### config.mk
export PLATFORM = sky130hd
export DESIGN_NAME = dsc_standby_clock
export DESIGN_NICKNAME = d
export VERILOG_FILES = /design/src/logic/dsc_pkg.sv /design/src/logic/dsc_standby_clock.sv
export SDC_FILE = /design/constraint.sdc
export NUM_CORES = 1
export LEC_CHECK = 0
export ABC_AREA = 0
export BUFFER_PORTS_ARGS = -buffer_cell sky130_fd_sc_hd__buf_2
export CORE_MARGIN = 2
export CORE_UTILIZATION = 48
export DETAILED_ROUTE_END_ITERATION = 10
export GPL_TIMING_DRIVEN = 0
export PLACE_DENSITY_LB_ADDON = 0.12
export SLEW_MARGIN = 15
export SYNTH_ARGS = -nofsm -noshare
export SYNTH_HDL_FRONTEND = slang
export SYNTH_SLANG_ARGS = --single-unit
### constraint.sdc
create_clock -name ref_clk -period 4.5 [get_ports ref_clk]
set_input_delay 0.225 -clock ref_clk [delete_from_list [all_inputs] [get_ports ref_clk]]
set_output_delay 0.225 -clock ref_clk [all_outputs]
set_load 0.01 [all_outputs]
### src/logic/dsc_pkg.sv
// package for the dual oscillator standby clock controller
// assumes one 125 MHz system clock and a plain register port
package dsc_pkg;

  // ********************************************************
  // register map
  // ********************************************************
  localparam int ADDR_W = 3;
  localparam logic [ADDR_W-1:0] ADDR_STANDBY_ONE = 3'h0;
  localparam logic [ADDR_W-1:0] ADDR_STANDBY_TWO = 3'h1;
  localparam logic [ADDR_W-1:0] ADDR_CLOCK_GEAR = 3'h2;
  localparam logic [ADDR_W-1:0] ADDR_TIMEBASE = 3'h3;

  // standby_control_one fields
  localparam int ONE_STOP = 7;
  localparam int ONE_RELEASE_TYPE = 6;
  localparam int ONE_POST_STOP = 5;
  localparam int ONE_WARMUP_HI = 3;
  localparam int ONE_WARMUP_LO = 2;
  // standby_control_two fields
  localparam int TWO_HF_EN = 7;
  localparam int TWO_LF_EN = 6;
  localparam int TWO_CLK_SEL = 5;
  localparam int TWO_IDLE = 4;
  localparam logic [7:0] TWO_READ_ONES = 8'h0f;
  // gear and timebase fields
  localparam int GEAR_DIV_INPUT = 5;
  localparam int TIMEBASE_SEVENTH = 4;

  // ********************************************************
  // reset values
  // ********************************************************
  localparam logic [7:0] ONE_RESET = 8'h00;
  localparam logic [7:0] TWO_RESET = 8'h80;
  localparam logic [7:0] GEAR_RESET = 8'h00;
  localparam logic [7:0] TIMEBASE_RESET = 8'h00;

  // ********************************************************
  // timing generator and counts
  // ********************************************************
  localparam int PRE_W = 3;
  localparam int DIV_W = 21;
  localparam int DIV_LO_W = 6;
  localparam int WARM_W = 19;
  // warm-up lengths in oscillator periods (before the gear doubling)
  localparam logic [WARM_W-1:0] WARM_HF_0 = 19'h30000;
  localparam logic [WARM_W-1:0] WARM_HF_1 = 19'h10000;
  localparam logic [WARM_W-1:0] WARM_HF_2 = 19'h0c000;
  localparam logic [WARM_W-1:0] WARM_HF_3 = 19'h04000;
  localparam logic [WARM_W-1:0] WARM_LF_0 = 19'h06000;
  localparam logic [WARM_W-1:0] WARM_LF_1 = 19'h02000;
  // reset pin pulled low for this long after both oscillators go off
  localparam real RESET_OUT_NS = 128.0;
  localparam real CLK_NS = 8.0;
  localparam logic [4:0] RESET_OUT_CYCLES =
    5'($rtoi(RESET_OUT_NS / CLK_NS));

  typedef enum logic [3:0] {
    DSC_RUN1, DSC_IDLE_SINGLE_CLOCK, DSC_HALT1, DSC_RUN2, DSC_SLOW,
    DSC_IDLE_DUAL_CLOCK, DSC_SLEEP, DSC_HALT2, DSC_WARM
  } dsc_mode_t;

  typedef struct packed {
    logic wr;
    logic rd;
    logic [ADDR_W-1:0] addr;
    logic [7:0] wdata;
  } dsc_bus_t;

  typedef struct packed {
    logic fmTick;
    logic [1:0] machineState;
    logic cycleEnd;
    logic cpuRun;
    logic periphRun;
    logic hfOscOn;
    logic lfOscOn;
    logic lfPinsPort;
    logic idleWake;
    logic wakeToIsr;
  } dsc_clk_t;

endpackage

### src/logic/dsc_standby_clock.sv
// standby clock controller: oscillator gating, prescaler, divider,
// machine-cycle states and run/idle/slow/sleep/stop sequencing
// assumes oscillator clocks and stop-release arrive as slow pins
//
// Function
// - divider input is fc/4 or fc/8
// - seventh stage takes fc/2^8, fc/2^9 or fs
// - clear prescaler and divider on reset, stop
// - slow/sleep stop divider stages one to six
// - machine cycle is four main-clock states
// - cycle is 4/fc or 4/fs by mode
// - reset enters single-clock run on fc
// - idle halts CPU, interrupt releases to run
// - stop halts all, pin releases after warm-up
// - dual mode runs both oscillators, selects fm
// - slow runs on fs, fc stopped
// - idle_dual_clock returns run2, sleep returns slow
// - halt_dual_clock returns to slow if post-stop bit set, else run2
// - reset release of stop always gives run
// - control two holds enables, select, idle
// - stop release loads fc enable and select from post-stop bit
// - both oscillators off forces reset, pin low
// - control two low nibble reads as ones
// - stop bit seven starts stop
// - release type picks level or rising edge
// - warm-up field picks one of four fc lengths or two fs lengths
//
// The plain strobed port and the placing of the registers were left to the implementer.
`timescale 1ns/10ps
`default_nettype none

module dsc_standby_clock (
  input wire logic ref_clk,               // 125 MHz system clock
  input wire logic reset_n,               // async reset, active low
  input wire dsc_pkg::dsc_bus_t bus,      // register requests
  output logic [7:0] rdData,              // read data, cycle after rd
  input wire logic hfClkPin,              // high-frequency source
  input wire logic lfClkPin,              // low-frequency source
  input wire logic stopReleasePin,        // stop release input
  input wire logic intRequest,            // any interrupt request
  input wire logic intMasterEnable,       // interrupt master enable
  output dsc_pkg::dsc_clk_t clkStatus,    // main clock and mode status
  output logic [dsc_pkg::DIV_W-1:0] dividerValue, // divider stages
  output dsc_pkg::dsc_mode_t modeNow,     // current operating mode
  input wire logic resetPinIn,            // unused reset pin readback
  output logic resetPinOut,               // reset pin level when driven
  output logic resetPinOe                 // high while pulling reset low
);
  import dsc_pkg::*;

  typedef struct packed {
    logic [7:0] one;
    logic [7:0] two;
    logic [7:0] gear;
    logic [7:0] timebase;
    dsc_mode_t mode;
    logic retSlow;
    logic [PRE_W-1:0] pre;
    logic [DIV_LO_W-1:0] divLo;
    logic [DIV_W-DIV_LO_W-1:0] divHi;
    logic [1:0] mstate;
    logic [WARM_W-1:0] warmCnt;
    logic [4:0] rstOutCnt;
    logic [7:0] rdData;
    logic [1:0] hfSync;
    logic hfPrev;
    logic [1:0] lfSync;
    logic lfPrev;
    logic [1:0] stopSync;
    logic stopPrev;
    dsc_clk_t out;
  } dsc_state_t;

  dsc_state_t s;
  dsc_state_t next_s;
  logic [1:0] rstSync;
  logic rstN;

  // ********************************************************
  // helpers
  // ********************************************************
  function automatic logic preWrap(input logic [PRE_W-1:0] p,
                                   input logic sel8);
    preWrap = sel8 ? (p == 3'h7) : (p[1:0] == 2'h3);
  endfunction

  function automatic logic [WARM_W-1:0] warmTarget(
      input logic [1:0] sel, input logic toSlow, input logic dbl);
    logic [WARM_W-1:0] t;
    t = WARM_HF_0;
    if (toSlow) begin
      t = (sel == 2'h0) ? WARM_LF_0 : WARM_LF_1;
    end else begin
      unique case (sel)
        2'h0: t = WARM_HF_0;
        2'h1: t = WARM_HF_1;
        2'h2: t = WARM_HF_2;
        2'h3: t = WARM_HF_3;
      endcase
      if (dbl) begin
        t = {t[WARM_W-2:0], 1'b0};
      end
    end
    warmTarget = t;
  endfunction

  function automatic dsc_mode_t runMode(input logic lfEn,
                                        input logic sel);
    if (sel) begin
      runMode = DSC_SLOW;
    end else if (lfEn) begin
      runMode = DSC_RUN2;
    end else begin
      runMode = DSC_RUN1;
    end
  endfunction

  // ********************************************************
  // reset synchroniser
  // ********************************************************
  always_ff @(posedge ref_clk or negedge reset_n) begin
    if (!reset_n) begin
      rstSync <= 2'h0;
    end else begin
      rstSync <= {rstSync[0], 1'b1};
    end
  end
  assign rstN = rstSync[1];

  // ********************************************************
  // next state
  // ********************************************************
  always_comb begin
    logic hfTick;
    logic lfTick;
    logic stopRise;
    logic lowClk;
    logic halted;
    logic running;
    logic dual;
    logic fmTick;
    logic carry;
    logic loCarry;
    logic seventhFs;
    logic clearDiv;
    logic stopRel;
    logic softReset;
    logic [7:0] v;
    logic srcTick;
    next_s = s;
    hfTick = 1'b0;
    lfTick = 1'b0;
    stopRise = s.stopSync[1] & ~s.stopPrev;
    dual = s.two[TWO_LF_EN];
    lowClk = (s.mode == DSC_SLOW) || (s.mode == DSC_SLEEP);
    halted = (s.mode == DSC_HALT1) || (s.mode == DSC_HALT2);
    running = !halted && (s.mode != DSC_WARM);
    clearDiv = 1'b0;
    stopRel = 1'b0;
    softReset = 1'b0;
    v = bus.wdata;
    fmTick = 1'b0;
    carry = 1'b0;
    loCarry = 1'b0;
    seventhFs = 1'b0;
    srcTick = 1'b0;

    // pin synchronisers and edge history
    next_s.hfSync = {s.hfSync[0], hfClkPin};
    next_s.lfSync = {s.lfSync[0], lfClkPin};
    next_s.stopSync = {s.stopSync[0], stopReleasePin};
    next_s.hfPrev = s.hfSync[1];
    next_s.lfPrev = s.lfSync[1];
    next_s.stopPrev = s.stopSync[1];
    if (s.out.hfOscOn) begin
      hfTick = s.hfSync[1] & ~s.hfPrev;
    end
    if (s.out.lfOscOn) begin
      lfTick = s.lfSync[1] & ~s.lfPrev;
    end

    // timing generator
    if (running) begin
      fmTick = lowClk ? lfTick : hfTick;
      if (!lowClk && hfTick) begin
        next_s.pre = s.pre + 3'h1;
        carry = preWrap(s.pre, s.gear[GEAR_DIV_INPUT]);
      end
      if (!lowClk && carry) begin
        next_s.divLo = s.divLo + 6'h01;
        loCarry = &s.divLo;
      end
      seventhFs = lowClk || (dual && s.timebase[TIMEBASE_SEVENTH]);
      if (seventhFs ? lfTick : loCarry) begin
        next_s.divHi = s.divHi + 15'h0001;
      end
      if (fmTick) begin
        next_s.mstate = s.mstate + 2'h1;
      end
    end

    // register reads
    next_s.rdData = 8'h00;
    if (bus.rd) begin
      unique case (bus.addr)
        ADDR_STANDBY_ONE: next_s.rdData = {s.one[7:2], 2'b00};
        ADDR_STANDBY_TWO: begin
          next_s.rdData = {s.two[7:4], TWO_READ_ONES[3:0]};
        end
        ADDR_CLOCK_GEAR: next_s.rdData = s.gear;
        ADDR_TIMEBASE: next_s.rdData = s.timebase;
        default: next_s.rdData = 8'h00;
      endcase
    end

    next_s.out.idleWake = 1'b0;
    unique case (s.mode)
      DSC_RUN1, DSC_RUN2, DSC_SLOW: begin
        if (bus.wr && bus.addr == ADDR_CLOCK_GEAR) begin
          next_s.gear = v;
        end
        if (bus.wr && bus.addr == ADDR_TIMEBASE) begin
          next_s.timebase = v;
        end
        if (bus.wr && bus.addr == ADDR_STANDBY_TWO) begin
          if (!v[TWO_HF_EN] && !v[TWO_LF_EN]) begin
            softReset = 1'b1;
          end else begin
            next_s.two = {v[7:4], 4'h0};
            if (v[TWO_IDLE]) begin
              next_s.mode = (s.mode == DSC_RUN1) ? DSC_IDLE_SINGLE_CLOCK :
                            (s.mode == DSC_RUN2) ? DSC_IDLE_DUAL_CLOCK : DSC_SLEEP;
            end else begin
              next_s.mode = runMode(v[TWO_LF_EN], v[TWO_CLK_SEL]);
            end
          end
        end
        if (bus.wr && bus.addr == ADDR_STANDBY_ONE) begin
          next_s.one = {1'b0, v[6:0]};
          if (v[ONE_STOP]) begin
            next_s.mode = dual ? DSC_HALT2 : DSC_HALT1;
            next_s.retSlow = (s.mode == DSC_SLOW);
            clearDiv = 1'b1;
            if (v[ONE_RELEASE_TYPE] && s.stopSync[1]) begin
              stopRel = 1'b1;
            end
          end
        end
      end
      DSC_IDLE_SINGLE_CLOCK, DSC_IDLE_DUAL_CLOCK, DSC_SLEEP: begin
        if (intRequest) begin
          next_s.two[TWO_IDLE] = 1'b0;
          next_s.mode = (s.mode == DSC_IDLE_SINGLE_CLOCK) ? DSC_RUN1 :
                        (s.mode == DSC_IDLE_DUAL_CLOCK) ? DSC_RUN2 : DSC_SLOW;
          next_s.out.idleWake = 1'b1;
          next_s.out.wakeToIsr = intMasterEnable;
        end
      end
      DSC_HALT1, DSC_HALT2: begin
        stopRel = s.one[ONE_RELEASE_TYPE] ? s.stopSync[1] : stopRise;
      end
      DSC_WARM: begin
        srcTick = (dual && s.one[ONE_POST_STOP]) ? lfTick : hfTick;
        if (srcTick) begin
          next_s.warmCnt = s.warmCnt + 19'h00001;
          if (s.warmCnt == warmTarget(s.one[ONE_WARMUP_HI:ONE_WARMUP_LO],
                                      dual && s.one[ONE_POST_STOP],
                                      s.gear[GEAR_DIV_INPUT]) - 19'h1) begin
            next_s.mode = runMode(dual, s.two[TWO_CLK_SEL]);
            clearDiv = 1'b1;
          end
        end
      end
      default: next_s.mode = DSC_RUN1;
    endcase

    // stop release: warm-up with fc enable and select loaded from post-stop bit
    if (stopRel) begin
      next_s.mode = DSC_WARM;
      next_s.warmCnt = '0;
      clearDiv = 1'b1;
      if (dual && s.one[ONE_POST_STOP]) begin
        next_s.two[TWO_HF_EN] = 1'b0;
        next_s.two[TWO_CLK_SEL] = 1'b1;
      end else begin
        next_s.two[TWO_HF_EN] = 1'b1;
        next_s.two[TWO_CLK_SEL] = 1'b0;
      end
    end

    if (clearDiv) begin
      next_s.pre = '0;
      next_s.divLo = '0;
      next_s.divHi = '0;
      next_s.mstate = 2'h0;
    end

    // reset pin pulse
    if (s.rstOutCnt != 5'h00) begin
      next_s.rstOutCnt = s.rstOutCnt - 5'h01;
    end

    // oscillator and status outputs from the next mode
    lowClk = (next_s.mode == DSC_SLOW) || (next_s.mode == DSC_SLEEP);
    next_s.out.hfOscOn = next_s.two[TWO_HF_EN] && !lowClk &&
      (next_s.mode != DSC_HALT1) && (next_s.mode != DSC_HALT2);
    next_s.out.lfOscOn = next_s.two[TWO_LF_EN] &&
      (next_s.mode != DSC_HALT1) && (next_s.mode != DSC_HALT2);
    next_s.out.lfPinsPort = !next_s.two[TWO_LF_EN];
    next_s.out.cpuRun = (next_s.mode == DSC_RUN1) ||
      (next_s.mode == DSC_RUN2) || (next_s.mode == DSC_SLOW);
    next_s.out.periphRun = next_s.out.cpuRun ||
      (next_s.mode == DSC_IDLE_SINGLE_CLOCK) || (next_s.mode == DSC_IDLE_DUAL_CLOCK) ||
      (next_s.mode == DSC_SLEEP);
    next_s.out.fmTick = fmTick;
    next_s.out.machineState = next_s.mstate;
    next_s.out.cycleEnd = fmTick && (s.mstate == 2'h3);

    if (softReset) begin
      next_s.one = ONE_RESET;
      next_s.two = TWO_RESET;
      next_s.gear = GEAR_RESET;
      next_s.timebase = TIMEBASE_RESET;
      next_s.mode = DSC_RUN1;
      next_s.pre = '0;
      next_s.divLo = '0;
      next_s.divHi = '0;
      next_s.mstate = 2'h0;
      next_s.rstOutCnt = RESET_OUT_CYCLES;
      next_s.out.hfOscOn = 1'b1;
      next_s.out.lfOscOn = 1'b0;
      next_s.out.lfPinsPort = 1'b1;
      next_s.out.cpuRun = 1'b1;
      next_s.out.periphRun = 1'b1;
      next_s.out.machineState = 2'h0;
    end
  end

  // ********************************************************
  // state register
  // ********************************************************
  always_ff @(posedge ref_clk or negedge rstN) begin
    if (!rstN) begin
      s <= '0;
      s.one <= ONE_RESET;
      s.two <= TWO_RESET;
      s.gear <= GEAR_RESET;
      s.timebase <= TIMEBASE_RESET;
      s.mode <= DSC_RUN1;
      s.out.hfOscOn <= 1'b1;
      s.out.lfPinsPort <= 1'b1;
      s.out.cpuRun <= 1'b1;
      s.out.periphRun <= 1'b1;
    end else begin
      s <= next_s;
    end
  end

  // ********************************************************
  // outputs
  // ********************************************************
  assign rdData = s.rdData;
  assign clkStatus = s.out;
  assign dividerValue = {s.divHi, s.divLo};
  assign modeNow = s.mode;
  assign resetPinOut = 1'b0;
  assign resetPinOe = (s.rstOutCnt != 5'h00);

endmodule

`default_nettype wire

## Yosys cells after proc, flatten, opt, wreduce, memory -nomap -nowiden

Index checks and enable logic that the tools add are counted.
Widths: inputs -> output; s select.

| word-level totals | value |
|---|---|
| word-level logic and storage cells | 223 |
| flip-flop bits (word level) | 113 |
| input bits | 21 |
| output and inout bits | 46 |

| cells by class | value |
|---|---|
| reductions and logical operators | 66 |
| equality and inequality tests | 30 |
| add/subtract/negate cells | 7 |
| bitwise logic cells | 6 |
| mux-type cells | 82 |

Operator list:

| kind | number |
|---|---|
| $mux 19 | 7 |
| $mux 26 | 3 |
| $pmux 19 s4 | 1 |
| $mux 8 | 6 |
| $mux 36 | 1 |
| $pmux 8 s4 | 1 |
| $mux 15 | 2 |
| $eq 4x3->1 const B | 7 |
| $mux 1 | 28 |
| $mux 5 | 5 |
| $mux 3 | 8 |
| $mux 4 | 6 |
| $reduce_bool 3->1 | 7 |
| $mux 20 | 1 |
| $add 19x1->19 const B | 1 |
| $eq 19x19->1 | 1 |
| $sub 19x1->19 const B | 1 |
| $logic_and 1x1->1 | 17 |
| $pmux 4 s4 | 1 |
| $reduce_and 2->1 | 8 |
| $add 15x1->15 const B | 1 |
| $mux 2 | 7 |
| $reduce_bool 2->1 | 7 |
| $eq 4x2->1 const B | 3 |
| other kinds (32) | 61 |

## Longest topological paths before layout

| depth | value |
|---|---|
| word-level depth | 19 |
| depth in mapped cells | 13 |
| gate-level depth less buffers | 11 |

## Least setup slack after synthesis

OpenSTA, ideal clock, no wires.

| timing path | value |
|---|---|
| path type | register to register |
| start point | reg s[109] in the netlist's numbering |
| end point | reg s (netlist bit dividerValue[19]) |
| stages on the path, launching flop included | 13 |
| path slack | 1676 ps |
| data arrival time | 2759 ps |
| buffers on the path | 2 |
| clock period less this slack | 2824 ps |
| setup time | 65 ps |
| data required time | 4435 ps |
| cells stage by stage | dfrtp_1 -> buf_2 -> nor4bb_2 -> a21oi_1 -> ha_1 -> o31a_1 -> a2111o_1 -> nand3_2 -> a31o_1 -> buf_6 -> nor2_2 -> or4_1 -> nand2_1 |

| between the ends | value |
|---|---|
| word-level cells in the longest chain between the ends | 14 |
| elaborated cells on any way between the ends | 21 |
| those cells by class | 1 x add/sub; 4 x eq/ne; 12 x mux; 4 x reduce/logical |

RTL lines:

| what | RTL line | source |
|---|---|---|
| from (decl) | dsc_standby_clock.sv:74 | `dsc_state_t s;` |
| from (signal assigned) | dsc_standby_clock.sv:355 | `s <= next_s;` |
| $eq 2x2->1, or another cell as far along | dsc_standby_clock.sv:94 | `unique case (sel)` |
| $pmux 19 s4 | dsc_standby_clock.sv:94 |  |
| $mux 19 | dsc_standby_clock.sv:100 | `if (dbl) begin` |
| $mux 19 (*) | dsc_standby_clock.sv:91 | `if (toSlow) begin` |
| $mux 19 (*) | dsc_standby_clock.sv:264 | `if (srcTick) begin` |
| $mux 19 (*) | dsc_standby_clock.sv:217 | `unique case (s.mode)` |
| $sub 19x1->19 (*) | dsc_standby_clock.sv:268 | `s.gear[GEAR_DIV_INPUT]) - 19'h1) begin` |
| $eq 19x19->1 (*) | dsc_standby_clock.sv:266 | `if (s.warmCnt == warmTarget(s.one[ONE_WARMUP_HI:ONE_WARMUP_LO],` |
| $mux 1 (*) | dsc_standby_clock.sv:266 |  |
| $mux 1 (*) | dsc_standby_clock.sv:264 |  |
| $pmux 1 s2 (*) | dsc_standby_clock.sv:217 |  |
| $mux 1 (*) | dsc_standby_clock.sv:278 | `if (stopRel) begin` |
| $reduce_bool 3->1 (no source line) / $mux 26 (equally long branches) | -- |  |
| $reduce_and 2->1 (no source line) / $mux 26 (equally long branches) | -- |  |

Every way passes the cells marked *; elsewhere a longest branch is shown, timed or not. The select of a mux whose other input is x is not followed.
A chain may end at the register's enable or synchronous reset.

## Worst setup path after layout

Same ends and word-level chain as after synthesis.

==> impl_metrics.tcl <==
set metrics [dict create \
    h-tree-depth 3 \
    cap_violations 0 \
    vias 4466 \
    ir_drop_mv 0.1589 \
    min_period_ns 3.149 \
    antenna_found_initial 0 \
    synth_cells 600 \
    drc 0 \
    port_buffers 61 \
    antenna-diode-count 0 \
    ant_nets 0 \
    fin_area_um2 6716 \
    final_core_util_pct 56.15 \
    overflow 0 \
    dieHeight_um 114.7 \
    hold_violations 0 \
    synth_enable_flop_cells 0 \
    relSlewSlack_pct 27.92 \
    core_um2 11960 \
    ys_warn_count 0 \
    layout.nets 708 \
    fill_cells 1086 \
    gp_congestion 0.8700 \
    firstDrtPassIters 4 \
    synth-seq-cells 107 \
    finalSetupTns_ns 0 \
    dieArea_um2 13150 \
    dp_cells 809 \
    avgSynthCellArea_um2 9.797 \
    avgRoutedWirePerCell_um 15.35 \
    setup_viol 0 \
    rsz0062_at_grt "false" \
    holdBufCountCts 4 \
    cts_made_buffers 9 \
    clock_skew_ns 0.009433 \
    netlist_top_cells_count "dfrtp_1 (102), nor2_1 (86), buf_4 (46)" \
    power.density_nw_per_um2 267.9 \
    critPathLaunchType "flip-flop" \
    grt_usage_pct 20.81 \
    arrival_ns 3.44 \
    hp-class "in2reg" \
    clock_latency_ns 0.36 \
    yosys.area.top_type "dfrtp_1" \
    crit_fanout 9 \
    synth_nets 631 \
    clkSinkCount 107 \
    drt-total-wl_um 12720 \
    synth.most_common_cell "dfrtp_1" \
    post-cts-setup-buffers 0 \
    vias_per_cell 5.387 \
    die_x_um 114.7 \
    run_status "completed" \
    endpoint_kind "flip-flop" \
    grt_pass1_vias 4301 \
    post-route-period-util_pct 69.98 \
    whs_ns 0.1066 \
    drive_above_1_share_pct 23.02 \
    area_delta_synth_final_pct 14.26 \
    grt_max_degree 55 \
    dp_hpwl_um 9173 \
    synth_ff_type "dfrtp_1" \
    start_util_pct 49.14 \
    ys_types 81 \
    worstMarginPinSlew_ns 1.066 \
    yosysSeqAreaShare_pct 45.66 \
    path_clk_slew_ns 0.08 \
    clockRootBuffer "clkbuf_16" \
    grt_pass1_wl_um 21490 \
    ios 67 \
    r2r_slack_ns 1.35 \
    dpl_cell_area_um2 6399 \
    slew_violations 0 \
    synth_area_um2 5878 \
    dr.first_iter.drc_count 227 \
    rows 40 \
    fin_cells 829 \
    worst_ep_required_time_ns 4.79 \
    cts_tree "built" \
    async_reset_ff_share_pct 100.0 \
    max_freq_mhz 317.5 \
    crit_type "reg2reg" \
    leakage_nw 2.971 \
    clock_tree.buffer_depth 2 \
    synth_top_area_share_pct 43.42 \
    post_cts_resized 0 \
    netlist_top_cells_area "dfrtp_1 (43%), mux2i_1 (6.1%), buf_4 (5.9%)" \
]
kinds of logic after synthesis:
logic type,after synthesis,synth area share [%]
compound gates,84,10.18
fa+ha+maj,11,2.299
xor+xnor,39,5.811
simple gates,235,20.84
mux,38,6.513
other cells,2,0.1278
flops,107,45.66
buf+inv,84,8.578
registers in the layout, indices dropped and copies added (netlist names):
signal,flops
clkStatus,10
rstSync,2
rdData,8
modeNow,4
dividerValue,21
next_s,6
s,56
layout make-up:
type	count	area (um^2)	area share, %
multi-input combinational	409	2690	40.05
sequential	107	2688	40.01
buffer	69	447.9	6.669
timing repair buffer	66	372.9	5.551
clock buffer	10	229.0	3.409
tap	147	183.9	2.738
inverter	15	56.30	0.8383
clock inverter	6	48.80	0.7265
cells in the final DEF, fill, tap and decap left out, types with 4 or more instances in the layout:
cell type / instances
dfrtp_1: 101
nor2_1: 86
buf_2: 68
buf_4: 46
nand2_1: 37
mux2i_1: 36
xor2_1: 31
nand3_1: 18
clkbuf_1: 15
a21oi_1: 15
inv_1: 14
o21ai_0: 14
nand4_1: 11
ha_1: 10
and3_1: 9
nor3_1: 9
clkbuf_16: 9
nor2b_1: 8
and2_1: 8
xnor2_1: 8
nand2b_1: 8
nor4_1: 5
or3_1: 5
dfstp_2: 5
nand3b_1: 4
a211oi_1: 4
o21ai_1: 4
dlygate4sd3_1: 4
final timing paths:
kind	startpoint	to	depth (start not counted)
worst max-delay path	s[109]$_DFFE_PN0P_	dividerValue[19]$_DFFE_PN0P_	12
worst min-delay path	intMasterEnable	clkStatus[0]$_DFFE_PN0P_	2
worst max register to register	s[109]$_DFFE_PN0P_	dividerValue[19]$_DFFE_PN0P_	12
worst min register to register	next_s[19]$_DFF_PN0_	next_s[17]$_DFF_PN0_	0
max in group asynchronous	rstSync[1]$_DFF_PN0_	clkStatus[2]$_DFF_PN1_	1
min in group asynchronous	reset_n	rstSync[1]$_DFF_PN0_	2
per-layer routing:
| metal | global-route usage [%] | wire, um | share of wire, % |
|---|---|---|---|
| met2 | 32.58 | 5926 | 47 |
| met4 | 8.943 | 312 | 2.5 |
| met3 | 2.806 | 389 | 3.1 |
| met1 | 29.03 | 6094 | 48 |
| met5 | 0 | 0 | 0 |
through the flow:
stage          total power, mW  worst slack (ns)
2_1_floorplan            1.028             1.307
6_report                 1.799             1.351
3_3_place_gp             1.051            0.1181
3_5_place_dp             1.056             1.393
5_1_grt                  1.867             1.040
4_1_cts                  1.824             1.379
where the power goes:
group | switching (mW) | internal (mW) | leakage (nW)
Combinational | 0.0355 | 0.0233 | 1.59
Clock | 0.379 | 0.382 | 0.131
Sequential | 0.0118 | 0.968 | 1.25
worst max-delay path: stages, from the launching register on:
cell and delay (ns):
dfrtp_1 0.36, buf_2 0.18, nor4bb_2 0.41, a21oi_1 0.11, ha_1 0.22, o31a_1 0.33
a2111o_1 0.41, nand3_2 0.15, a31o_1 0.18, buf_6 0.13, nor2_2 0.06, or4_1 0.47
nand2_1 0.07
No activity file was read; power rests on OpenSTA's default activity.
